**src/rtl/cpd_pkg.sv**
```systemverilog
// Constants shared by the command-port digital I/O block
package cpd_pkg;
    // ==========================================================
    // Clock and serial framing
    localparam int CLK_HZ = 25_000_000; // Core clock rate
    localparam int BAUD_RATE = 9600; // Default link rate
    localparam int BIT_CYCLES = CLK_HZ / BAUD_RATE; // Rounded down
    localparam logic [11:0] BIT_LAST = 12'(BIT_CYCLES - 1);
    localparam logic [11:0] HALF_BIT = 12'(BIT_CYCLES / 2);
    localparam logic [3:0] RX_STOP_BIT = 4'h9; // Start, 7 data, parity, stop
    localparam logic [3:0] TX_FRAME_LAST = 4'h9; // Ten bits per frame
    // ==========================================================
    // Port counts and command limits
    localparam int PORT_COUNT = 8;
    localparam logic [3:0] ARG_DIGITS = 4'h8; // Write pattern length
    localparam logic [1:0] ADDR_DIGITS = 2'h2; // Two decimal address digits
    localparam logic [3:0] REPLY_LAST = 4'hC; // 13 reply characters
    localparam logic [7:0] OUT_RESET = 8'h00; // All outputs off
    // ==========================================================
    // Pattern digit meanings
    localparam logic [1:0] DIG_OFF = 2'h0;
    localparam logic [1:0] DIG_ON = 2'h1;
    localparam logic [1:0] DIG_HOLD = 2'h2;
    // ==========================================================
    // Character codes, seven bits
    localparam logic [6:0] CH_CR = 7'h0D;
    localparam logic [6:0] CH_LF = 7'h0A;
    localparam logic [6:0] CH_ZERO = 7'h30;
    localparam logic [6:0] CH_TWO = 7'h32;
    localparam logic [6:0] CH_NINE = 7'h39;
    localparam logic [6:0] CH_COLON = 7'h3A;
    localparam logic [6:0] CH_A = 7'h41;
    localparam logic [6:0] CH_Z = 7'h5A;
    localparam logic [6:0] CH_P = 7'h50;
    localparam logic [6:0] CH_R = 7'h52;
    localparam logic [6:0] CH_W = 7'h57;
    // ==========================================================
    // Parser and transmitter states
    typedef enum logic [1:0] {
        PS_ADDR = 2'b00,
        PS_CMD2 = 2'b01,
        PS_ARG = 2'b10
    } cpd_parse_type;
    typedef enum logic [0:0] {
        TX_IDLE = 1'b0,
        TX_SHIFT = 1'b1
    } cpd_tx_type;
endpackage

```
**src/rtl/cpd_top.sv**
```systemverilog
// Serial command port driving eight read ports and eight write ports
`timescale 1ns/10ps
// How it works
// - Sample eight inputs; undriven reads as zero (the block has no pull-down, read_port_in is sampled as driven)
// - Query reply: thirteen characters, eight of them port states, port 8 first
// - Character 1 active, 0 inactive
// - Digit 0 off, 1 on, 2 hold
// - All outputs off after reset
// - Commands on point or multidrop port; optional handshake
// - 9600 baud, 7 data, even parity, one stop
// - No echo on the multidrop bus
// - Address from two rotary switches
// - Framing or parity error lights error flag
module cpd_top import cpd_pkg::*; #(
    parameter int BIT_DIV = BIT_CYCLES // Clock cycles per serial bit, up to 4096
) (
    // Clock and reset
    input wire logic core_clk,
    input wire logic rst,
    // Digital ports
    input wire logic [PORT_COUNT-1:0] read_port_in,
    output logic [PORT_COUNT-1:0] write_port_out,
    // Point-to-point serial port
    input wire logic p2p_rxd,
    output logic p2p_txd,
    input wire logic p2p_cts,
    output logic p2p_rts,
    input wire logic flow_enable,
    // Multidrop serial bus
    input wire logic md_rxd,
    output logic md_txd,
    output logic md_tx_oe,
    // Axis address switches and status
    input wire logic [3:0] axis_address_switch_a,
    input wire logic [3:0] axis_address_switch_b,
    output logic comms_error_display
);
    // Bit timer end points for the chosen bit length
    localparam logic [11:0] BIT_END = 12'(BIT_DIV - 1);
    localparam logic [11:0] BIT_MID = 12'(BIT_DIV / 2);

    // ==========================================================
    // Receivers: index 0 point-to-point, index 1 multidrop
    logic rx_line [2]; // Line per receiver
    logic rx_busy [2]; // Frame in progress
    logic [11:0] rx_cnt [2]; // Bit timer
    logic [3:0] rx_bit [2]; // Bit position
    logic [7:0] rx_shift [2]; // Data plus parity
    logic rx_done [2]; // Good character pulse
    logic rx_err [2]; // Bad character pulse

    assign rx_line[0] = p2p_rxd;
    assign rx_line[1] = md_rxd;

    // Both receivers share one structure
    for (genvar g = 0; g < 2; g++) begin : g_rx
        always_ff @(posedge core_clk) begin
            rx_done[g] <= 1'b0;
            rx_err[g] <= 1'b0;
            if (rst) begin
                rx_busy[g] <= 1'b0;
                rx_cnt[g] <= 12'h000;
                rx_bit[g] <= 4'h0;
                rx_shift[g] <= 8'h00;
            end else if (!rx_busy[g]) begin
                // Falling edge starts a frame, sampled mid-bit
                if (!rx_line[g]) begin
                    rx_busy[g] <= 1'b1;
                    rx_cnt[g] <= BIT_MID;
                    rx_bit[g] <= 4'h0;
                end
            end else if (rx_cnt[g] != 12'h000) begin
                rx_cnt[g] <= rx_cnt[g] - 12'h001;
            end else begin
                rx_cnt[g] <= BIT_END;
                if (rx_bit[g] == 4'h0) begin
                    // Glitch shorter than half a bit is dropped
                    if (rx_line[g]) begin
                        rx_busy[g] <= 1'b0;
                    end else begin
                        rx_bit[g] <= 4'h1;
                    end
                end else if (rx_bit[g] != RX_STOP_BIT) begin
                    rx_shift[g] <= {rx_line[g], rx_shift[g][7:1]};
                    rx_bit[g] <= rx_bit[g] + 4'h1;
                end else begin
                    // Even parity over data and parity bit, stop must be high
                    rx_busy[g] <= 1'b0;
                    if (rx_line[g] && !(^rx_shift[g])) begin
                        rx_done[g] <= 1'b1;
                    end else begin
                        rx_err[g] <= 1'b1;
                    end
                end
            end
        end
    end

    // Point-to-point wins when both finish in one cycle; the other is lost
    logic byte_valid; // Character accepted this cycle
    logic [6:0] byte_char; // Character value
    logic byte_src; // Port the character came from
    assign byte_valid = rx_done[0] | rx_done[1];
    assign byte_char = rx_done[0] ? rx_shift[0][6:0] : rx_shift[1][6:0];
    assign byte_src = !rx_done[0];

    // ==========================================================
    // Error display, sticky until reset
    always_ff @(posedge core_clk) begin
        if (rst) begin
            comms_error_display <= 1'b0;
        end else if (rx_err[0] || rx_err[1]) begin
            comms_error_display <= 1'b1;
        end
    end

    // ==========================================================
    // Command parser
    cpd_parse_type pstate; // Parser state
    logic [6:0] addr_val; // Received address
    logic [1:0] addr_cnt; // Address digits seen
    logic [6:0] cmd_first; // First command letter
    logic [6:0] cmd_second; // Second command letter
    logic [15:0] arg_bits; // Two bits per digit, last digit low
    logic [3:0] arg_cnt; // Digits seen
    logic arg_ok; // Every digit was 0, 1 or 2
    logic own_addr; // Command is for this axis
    logic do_query; // Query command complete
    logic do_write; // Write command complete

    // Decimal address from the two rotary switches
    function automatic logic [6:0] addr_of(input logic [3:0] tens, input logic [3:0] units);
        addr_of = 7'({tens, 3'b000}) + 7'({tens, 1'b0}) + 7'(units);
    endfunction

    assign own_addr = (addr_val == addr_of(axis_address_switch_a,
                                           axis_address_switch_b));
    assign do_query = byte_valid && (byte_char == CH_CR) && own_addr && (pstate == PS_ARG)
        && (cmd_first == CH_R) && (cmd_second == CH_P) && (arg_cnt == 4'h0);
    assign do_write = byte_valid && (byte_char == CH_CR) && own_addr && (pstate == PS_ARG)
        && (cmd_first == CH_W) && (cmd_second == CH_P) && arg_ok
        && (arg_cnt == ARG_DIGITS);

    // Parse address, two letters, then argument digits up to carriage return
    always_ff @(posedge core_clk) begin
        if (rst) begin
            pstate <= PS_ADDR;
            addr_val <= 7'h00;
            addr_cnt <= 2'h0;
            cmd_first <= 7'h00;
            cmd_second <= 7'h00;
            arg_bits <= 16'h0000;
            arg_cnt <= 4'h0;
            arg_ok <= 1'b1;
        end else if (byte_valid) begin
            if (byte_char == CH_CR) begin
                // End of line, start afresh
                pstate <= PS_ADDR;
                addr_val <= 7'h00;
                addr_cnt <= 2'h0;
                arg_cnt <= 4'h0;
                arg_ok <= 1'b1;
            end else begin
                case (pstate)
                    PS_ADDR: begin
                        if (byte_char >= CH_ZERO && byte_char <= CH_NINE
                            && addr_cnt != ADDR_DIGITS) begin
                            addr_val <= addr_of(addr_val[3:0], 4'(byte_char - CH_ZERO));
                            addr_cnt <= addr_cnt + 2'h1;
                        end else if (byte_char >= CH_A && byte_char <= CH_Z) begin
                            cmd_first <= byte_char;
                            pstate <= PS_CMD2;
                        end
                    end
                    PS_CMD2: begin
                        cmd_second <= byte_char;
                        pstate <= PS_ARG;
                    end
                    PS_ARG: begin
                        // Extra or foreign digits spoil the pattern
                        if (byte_char >= CH_ZERO && byte_char <= CH_TWO
                            && arg_cnt != ARG_DIGITS) begin
                            arg_bits <= {arg_bits[13:0], 2'(byte_char - CH_ZERO)};
                            arg_cnt <= arg_cnt + 4'h1;
                        end else begin
                            arg_ok <= 1'b0;
                        end
                    end
                    default: begin
                        pstate <= PS_ADDR;
                    end
                endcase
            end
        end
    end

    // ==========================================================
    // Write ports: every digit lands in the same clock edge
    for (genvar i = 0; i < PORT_COUNT; i++) begin : g_out
        always_ff @(posedge core_clk) begin
            if (rst) begin
                write_port_out[i] <= OUT_RESET[i];
            end else if (do_write) begin
                if (arg_bits[2*i +: 2] == DIG_ON) begin
                    write_port_out[i] <= 1'b1;
                end else if (arg_bits[2*i +: 2] == DIG_OFF) begin
                    write_port_out[i] <= 1'b0;
                end
                // DIG_HOLD keeps the present state
            end
        end
    end

    // ==========================================================
    // Query reply: address, colon, port 8 down to 1, CR LF
    logic reply_active; // Reply being sent
    logic [3:0] reply_idx; // Next reply character
    logic reply_port; // Port that asked
    logic [PORT_COUNT-1:0] in_snap; // Inputs caught at the query
    logic [6:0] addr_tens; // Address tens digit
    logic [6:0] addr_units; // Address units digit
    logic tx_take_reply; // Transmitter takes a reply character

    assign addr_tens = CH_ZERO + 7'(axis_address_switch_a);
    assign addr_units = CH_ZERO + 7'(axis_address_switch_b);

    // Character at each reply position
    function automatic logic [6:0] reply_char(input logic [3:0] idx,
                                              input logic [PORT_COUNT-1:0] snap,
                                              input logic [6:0] tens,
                                              input logic [6:0] units);
        if (idx == 4'h0) begin
            reply_char = tens;
        end else if (idx == 4'h1) begin
            reply_char = units;
        end else if (idx == 4'h2) begin
            reply_char = CH_COLON;
        end else if (idx < REPLY_LAST - 4'h1) begin
            // Position 3 is port 8, position 10 is port 1
            reply_char = CH_ZERO + 7'(snap[3'(4'hA - idx)]);
        end else if (idx == REPLY_LAST - 4'h1) begin
            reply_char = CH_CR;
        end else begin
            reply_char = CH_LF;
        end
    endfunction

    // A query during a reply is ignored rather than queued
    always_ff @(posedge core_clk) begin
        if (rst) begin
            reply_active <= 1'b0;
            reply_idx <= 4'h0;
            reply_port <= 1'b0;
            in_snap <= 8'h00;
        end else if (do_query && !reply_active) begin
            reply_active <= 1'b1;
            reply_idx <= 4'h0;
            reply_port <= byte_src;
            in_snap <= read_port_in;
        end else if (tx_take_reply) begin
            reply_idx <= reply_idx + 4'h1;
            if (reply_idx == REPLY_LAST) begin
                reply_active <= 1'b0;
            end
        end
    end

    // ==========================================================
    // Echo of point-to-point characters; multidrop is never echoed
    logic echo_pend; // Echo character waiting
    logic [6:0] echo_char; // Character to echo
    logic tx_take_echo; // Transmitter takes the echo

    always_ff @(posedge core_clk) begin
        if (rst) begin
            echo_pend <= 1'b0;
            echo_char <= 7'h00;
        end else if (rx_done[0]) begin
            echo_pend <= 1'b1; // Set wins over take
            echo_char <= rx_shift[0][6:0];
        end else if (tx_take_echo) begin
            echo_pend <= 1'b0;
        end
        // rx_done[1] deliberately never reaches here
    end

    // ==========================================================
    // Shared transmitter
    cpd_tx_type tx_state; // Transmitter state
    logic [9:0] tx_shift; // Frame, LSB first
    logic [11:0] tx_cnt; // Bit timer
    logic [3:0] tx_bit; // Bit index
    logic tx_port; // Destination port
    logic p2p_clear; // Host allows sending
    logic [6:0] tx_char; // Character chosen

    assign p2p_clear = !flow_enable || p2p_cts;
    assign tx_take_echo = (tx_state == TX_IDLE) && echo_pend && p2p_clear;
    assign tx_take_reply = (tx_state == TX_IDLE) && !tx_take_echo && reply_active
        && (reply_port || p2p_clear);
    assign tx_char = tx_take_echo ? echo_char
        : reply_char(reply_idx, in_snap, addr_tens, addr_units);

    // Frame: start, 7 data, even parity, stop
    always_ff @(posedge core_clk) begin
        if (rst) begin
            tx_state <= TX_IDLE;
            tx_shift <= 10'h3FF;
            tx_cnt <= 12'h000;
            tx_bit <= 4'h0;
            tx_port <= 1'b0;
        end else begin
            case (tx_state)
                TX_IDLE: begin
                    if (tx_take_echo || tx_take_reply) begin
                        tx_shift <= {1'b1, ^tx_char, tx_char, 1'b0};
                        tx_port <= tx_take_reply && reply_port;
                        tx_cnt <= BIT_END;
                        tx_bit <= 4'h0;
                        tx_state <= TX_SHIFT;
                    end
                end
                TX_SHIFT: begin
                    if (tx_cnt != 12'h000) begin
                        tx_cnt <= tx_cnt - 12'h001;
                    end else if (tx_bit == TX_FRAME_LAST) begin
                        tx_state <= TX_IDLE;
                        tx_shift <= 10'h3FF;
                    end else begin
                        tx_cnt <= BIT_END;
                        tx_bit <= tx_bit + 4'h1;
                        tx_shift <= {1'b1, tx_shift[9:1]};
                    end
                end
                default: begin
                    tx_state <= TX_IDLE;
                end
            endcase
        end
    end

    // Line drivers, registered one cycle behind the shifter
    always_ff @(posedge core_clk) begin
        if (rst) begin
            p2p_txd <= 1'b1;
            md_txd <= 1'b1;
            md_tx_oe <= 1'b0;
        end else begin
            p2p_txd <= (tx_state == TX_SHIFT && !tx_port) ? tx_shift[0] : 1'b1;
            md_txd <= (tx_state == TX_SHIFT && tx_port) ? tx_shift[0] : 1'b1;
            md_tx_oe <= (tx_state == TX_SHIFT) && tx_port; // Release bus when idle
        end
    end

    // Ready to receive except while reply characters wait for the transmitter
    always_ff @(posedge core_clk) begin
        if (rst) begin
            p2p_rts <= 1'b0;
        end else begin
            p2p_rts <= !reply_active;
        end
    end
endmodule

```
**config.mk**
```make
export PLATFORM = sky130hd
export DESIGN_NAME = cpd_top
export DESIGN_NICKNAME = d
export VERILOG_FILES = /design/src/rtl/cpd_pkg.sv /design/src/rtl/cpd_top.sv
export SDC_FILE = /design/constraint.sdc
export NUM_CORES = 1
export LEC_CHECK = 0
export ABC_AREA = 1
export CORE_MARGIN = 3
export CORE_UTILIZATION = 64
export CTS_CLUSTER_DIAMETER = 30
export CTS_CLUSTER_SIZE = 14
export DETAILED_ROUTE_END_ITERATION = 12
export DONT_BUFFER_PORTS = 1
export PLACE_DENSITY_LB_ADDON = 0.2
export SLEW_MARGIN = 20
export SYNTH_ARGS = -nofsm -noshare
export SYNTH_HDL_FRONTEND = slang
export SYNTH_SLANG_ARGS = --single-unit
```
**constraint.sdc**
```tcl
create_clock -name core_clk -period 3.3 [get_ports core_clk]
set_clock_uncertainty 0.15 [all_clocks]
set_input_delay 0.66 -clock core_clk [delete_from_list [all_inputs] [get_ports core_clk]]
set_output_delay 0.66 -clock core_clk [all_outputs]
set_load 0.01 [all_outputs]
```
# Word-level counts from Yosys, hierarchy flattened
# Memories as Yosys holds them, arrays and structs flattened.
# Index checks and enable logic that the tools add are counted.
# totals
mem_bits_rw	54
inputBits	22
n_memories	6
output_inout_bits	13
wordCells	406
ff_bits	109
# op_classes
eq_ne	33
n_reduce_logical	94
magnitude_cmp	7
n_addsub	18
n_bitwise	30
muxes	186
# memory_table
memory	depth	word_bits	read_ports	rd_clocked_by_memory_dff	wr	line	rtl
rx_cnt	2	12	2	0	2	cpd_top.sv:46	logic [11:0] rx_cnt [2];
rx_shift	2	8	2	0	2	cpd_top.sv:48	logic [7:0] rx_shift [2];
rx_bit	2	4	2	0	2	cpd_top.sv:47	logic [3:0] rx_bit [2];
rx_busy	2	1	2	0	2	cpd_top.sv:45	logic rx_busy [2];
rx_done	2	1	2	0	2	cpd_top.sv:49	logic rx_done [2];
rx_err	2	1	2	0	2	cpd_top.sv:50	logic rx_err [2];
# ops
op	n
$mux 1	138
$mux 12	9
$mux 7	9
$mux 4	12
$reduce_bool 12->1	3
$sub 12x1->12 const B	3
$reduce_bool 2->1	15
$logic_and 1x1->1	26
$pmux 12 s2	1
$reduce_and 2->1	12
$eq 7x7->1 const B	3
$or 1x1->1	21
$add 4x1->4 const B	5
$mux 10	2
$pmux 10 s2	1
$eq 2x1->1 const B	9
$logic_not 2->1	9
$eq 4x4->1 const B	4
$logic_not 4->1	4
$mux 8	2
$reduce_xor 8->1	2
$reduce_and 3->1	5
$add 6x4->7 const A	2
$add 7x4->7	2
other kinds (35)	69

# Depth between registers and ports, before layout
# depth
ltp_word	12
ltp_mapped	18
depth_no_buf	18

# Worst setup path after synthesis
# Ideal clock, no wire load.
# synth_path
kind	input -> register
from	input port axis_address_switch_a[0]
to	register write_port_out[0]
n_path_buf	1
setup_ns	0.118
setup_slack_ns	0.389
t_arrival_ns	2.643
stages	10
path_cell_list	fa_1 > fa_1 > xnor2_1 > xor2_1 > nand4_1 > nor2_4 > nand2_2 > buf_6 > nor3_1 > nor2_1
# synth_via
elab_chain_cells	10
# synth_rtl
item	line	rtl
start, declared	cpd_top.sv:34	input wire logic [3:0] axis_address_switch_a,
$add 7x5->7	cpd_top.sv:133	addr_of = 7'({tens, 3'b000}) + 7'({tens, 1'b0}) + 7'(units);
$add 7x4->7	cpd_top.sv:133	
$eq 7x7->1	cpd_top.sv:136	assign own_addr = (addr_val == addr_of(axis_address_switch_a,
$logic_and 1x1->1 (2 in a row)	cpd_top.sv:140	assign do_write = byte_valid && (byte_char == CH_CR) && own_addr && (pstate == PS_ARG)
$logic_and 1x1->1 (3 in a row)	cpd_top.sv:141	&& (cmd_first == CH_W) && (cmd_second == CH_P) && arg_ok
$logic_and 1x1->1	cpd_top.sv:142	&& (arg_cnt == ARG_DIGITS);
$reduce_and 2->1 (no source line)	-	
end signal, assigned by index	cpd_top.sv:202	write_port_out[i] <= OUT_RESET[i];
end, declared	cpd_top.sv:22	output logic [PORT_COUNT-1:0] write_port_out,
# Every way passes these cells.
# A chain may end at the register's enable or synchronous reset.

==> results.txt <==
cell taking the most area after synthesis -> dfxtp_1
Leakage -> 3.94 nW
routability cong. -> 0.917
core area -> 12400 µm²
synth unique cells -> 45
Critical Path Fanout Max -> 17
Crit path required time -> 3.45 ns
syn avg cell area -> 7.80 µm²
clk buf depth -> 2
worst reg-to-reg setup slack -> 0.41 ns
wire length per cell -> 14.1 µm
outcome -> finished clean
sequential fraction of the synthesis area -> 0.451
max-cap violation count -> 0
vias per cell -> 5.50
most frequent cell after synthesis -> nand2_1
IO Pins -> 35
grt met2 use -> 0.439
Clk Latency, worst-skew pair -> 0.43 ns
final hold vios -> 0
Fillers -> 981
Overall Power -> 4.46 mW
clk sink count -> 162
CTS Root Cell -> clkbuf_16
layout cells sized above 1 -> 0.0593
VDD IR max -> 452 µV
H-tree depth -> 4
post-route setup TNS -> 0 ns
Hold Crit Class -> in2reg
worst-margin pin slew -> 0.683 ns
fmax -> 0.346 GHz
initial antenna violation count -> 0
Die X -> 120 µm
PortBufs -> 0
Cell Area, Placed -> 8470 µm²
GRT Max-Usage Layer -> met2
met3 usage in global routing -> 0.0617
via count -> 6865
Commonest cells post-synth -> nand2_1 (173), inv_1 (147), nor2_1 (146), dfxtp_1 (112), a21oi_1 (83)
Synth top area share -> 0.270
vias in the first global route -> 6580
post-DP HPWL -> 12.0 mm
max incr delay on CP -> 0.66 ns
pin count of the biggest net entering global routing -> 55
critical path's slowest cell -> dfxtp_1
Final Setup Violations -> 0
global-route wire length before repair -> 29.9 mm
synthesized area -> 8300 µm²
asr flop ratio synth -> 0
Layout area overhead -> 9.23%
Crit path top cell by count -> nand2_1
top_reg_cell synth -> dfxtp_1
total gr overflow -> 0
Pre-Repair DR Iteration Count -> 5
Synth Register Bits -> 162
met1 GRT Util -> 0.312
Rel. slew slack -> 0.541
Num CTS Buffers -> 17
crit path launch type -> flop
effective utilization at floorplan -> 0.671
Post-CTS Resized -> 0
PwrDens -> 492 nW/µm²
Total Routing Usage GR -> 0.254
fin crit share -> 0.877
post-CTS setup buffer count -> 0
CP Class -> reg2reg
dominant cells by area after synthesis -> dfxtp_1 (27%), edfxtp_1 (18%), nand2_1 (7.8%), inv_1 (6.7%), nor2_1 (6.6%)
RSZ-0062 raised after global routing -> no
Nets -> 1127
critical path capture point type -> flop
Synth Net Count -> 1123
CTS tree -> done
DR iter-0 viols -> 625
# hold bufs at CTS -> 0
total die area -> 14400 µm²
number of routed nets with antenna violations -> 0
crit path DAT -> 3.05 ns
max-slew violation count -> 0
# rows -> 40
final instance area -> 9060 µm²
Tmin final -> 2.89 ns
Post-route DRC -> 0
CTS clk-pin slew, worst paths -> 0.07 ns
Die Y -> 120 µm
EDFF count, synth -> 50
final wirelength -> 17.6 mm
Yosys warnings -> 0
Cells after Synth -> 1063
ant diodes -> 0
critical-path cell list -> nand2_1 -> o21ai_0 -> nand2_1 -> nor3_2 -> inv_2 -> nor2_4 -> nand2_2 -> nor2_4 -> nand2_1 -> buf_4 -> nand2_1 -> nor3_1
## cell type report
cell class                 instances  area (µm²)  share of cell area
clock buffer                      21         472              0.0521
clock inverter                    11         124              0.0137
inverter                         153         574              0.0634
multi-input combinational        724        3870               0.427
sequential                       162        3740               0.413
tap                              168         210              0.0232
timing repair buffer               9        67.6             0.00746
## worst paths after layout
check,depth (start not counted),end,start
setup / recovery,12,reply_idx[2],rx_done[0]
hold / removal,1,cmd_second[1],rst
setup reg to reg,12,reply_idx[2],rx_done[0]
hold reg to reg,2,cmd_first[5],cmd_first[5]
## layout by cell type (no fill, tap or decap), types with 5 or more instances in the layout
master / instances
a21oi_1: 83
a31oi_1: 6
buf_4: 9
clkbuf_16: 18
dfxtp_1: 112
edfxtp_1: 50
ha_1: 34
inv_1: 147
nand2_1: 173
nand2_2: 5
nand3_1: 52
nand4_1: 10
nor2_1: 146
nor3_1: 36
nor4_1: 5
o21a_1: 9
o21ai_0: 73
o21bai_1: 7
or2_2: 9
xnor2_1: 17
xor2_1: 22
## flip-flops by register name (all words and copies together), names as in the netlist, 7 cells and up
signal          cells
arg_bits           16
rx_bit              8
rx_shift           16
cmd_first           7
tx_cnt             12
in_snap             8
write_port_out      8
addr_val            7
echo_char           7
rx_cnt             24
cmd_second          7
tx_shift            9
## worst max-delay path: cells and delay by family (launching register included)
kind / cells / cell delay (ns)
AO/OA/AOI/OAI: 1 / 0.29
buffers and inverters: 2 / 0.36
flip-flops: 1 / 0.66
AND/OR/NAND/NOR: 9 / 1.29
## layer usage
| metal | part of all wire | wire length (µm) |
|---|---|---|
| met2 | 0.50 | 8720 |
| met5 | 0 | 0 |
| met4 | 0.017 | 297 |
| met1 | 0.44 | 7760 |
| met3 | 0.044 | 771 |
## where the power goes
| part | internal (mW) | leakage, nW | switching, mW | total [mW] |
|---|---|---|---|---|
| sequential | 2.11 | 1.44 | 0.0424 | 2.15 |
| combinational | 0.113 | 2.21 | 0.201 | 0.314 |
| clock | 1.18 | 0.285 | 0.804 | 1.99 |
## metrics by stage
stage          std cells  setup WS (ns)  hold WS [ns]  utilization
6_report            1248          0.407         0.169        0.733
4_1_cts             1248          0.429         0.146        0.733
2_1_floorplan       1063          0.389         0.265            -
3_3_place_gp        1216          0.202         0.282        0.685
3_5_place_dp        1216          0.168         0.285        0.685
5_1_grt             1248         0.0753         0.140        0.733
## kinds of logic (layout without fill, tap and decap cells)
group / after synthesis / after routing / share of synthesized area
AO/OA/AOI/OAI: 198 / 198 / 0.132
XOR/XNOR: 39 / 39 / 0.0412
adder cells (fa/ha/maj): 38 / 38 / 0.0609
buffers and inverters: 177 / 194 / 0.0822
flip-flops: 162 / 162 / 0.451
AND/OR/NAND/NOR: 449 / 449 / 0.232
Power figures use the tool's default switching activity.
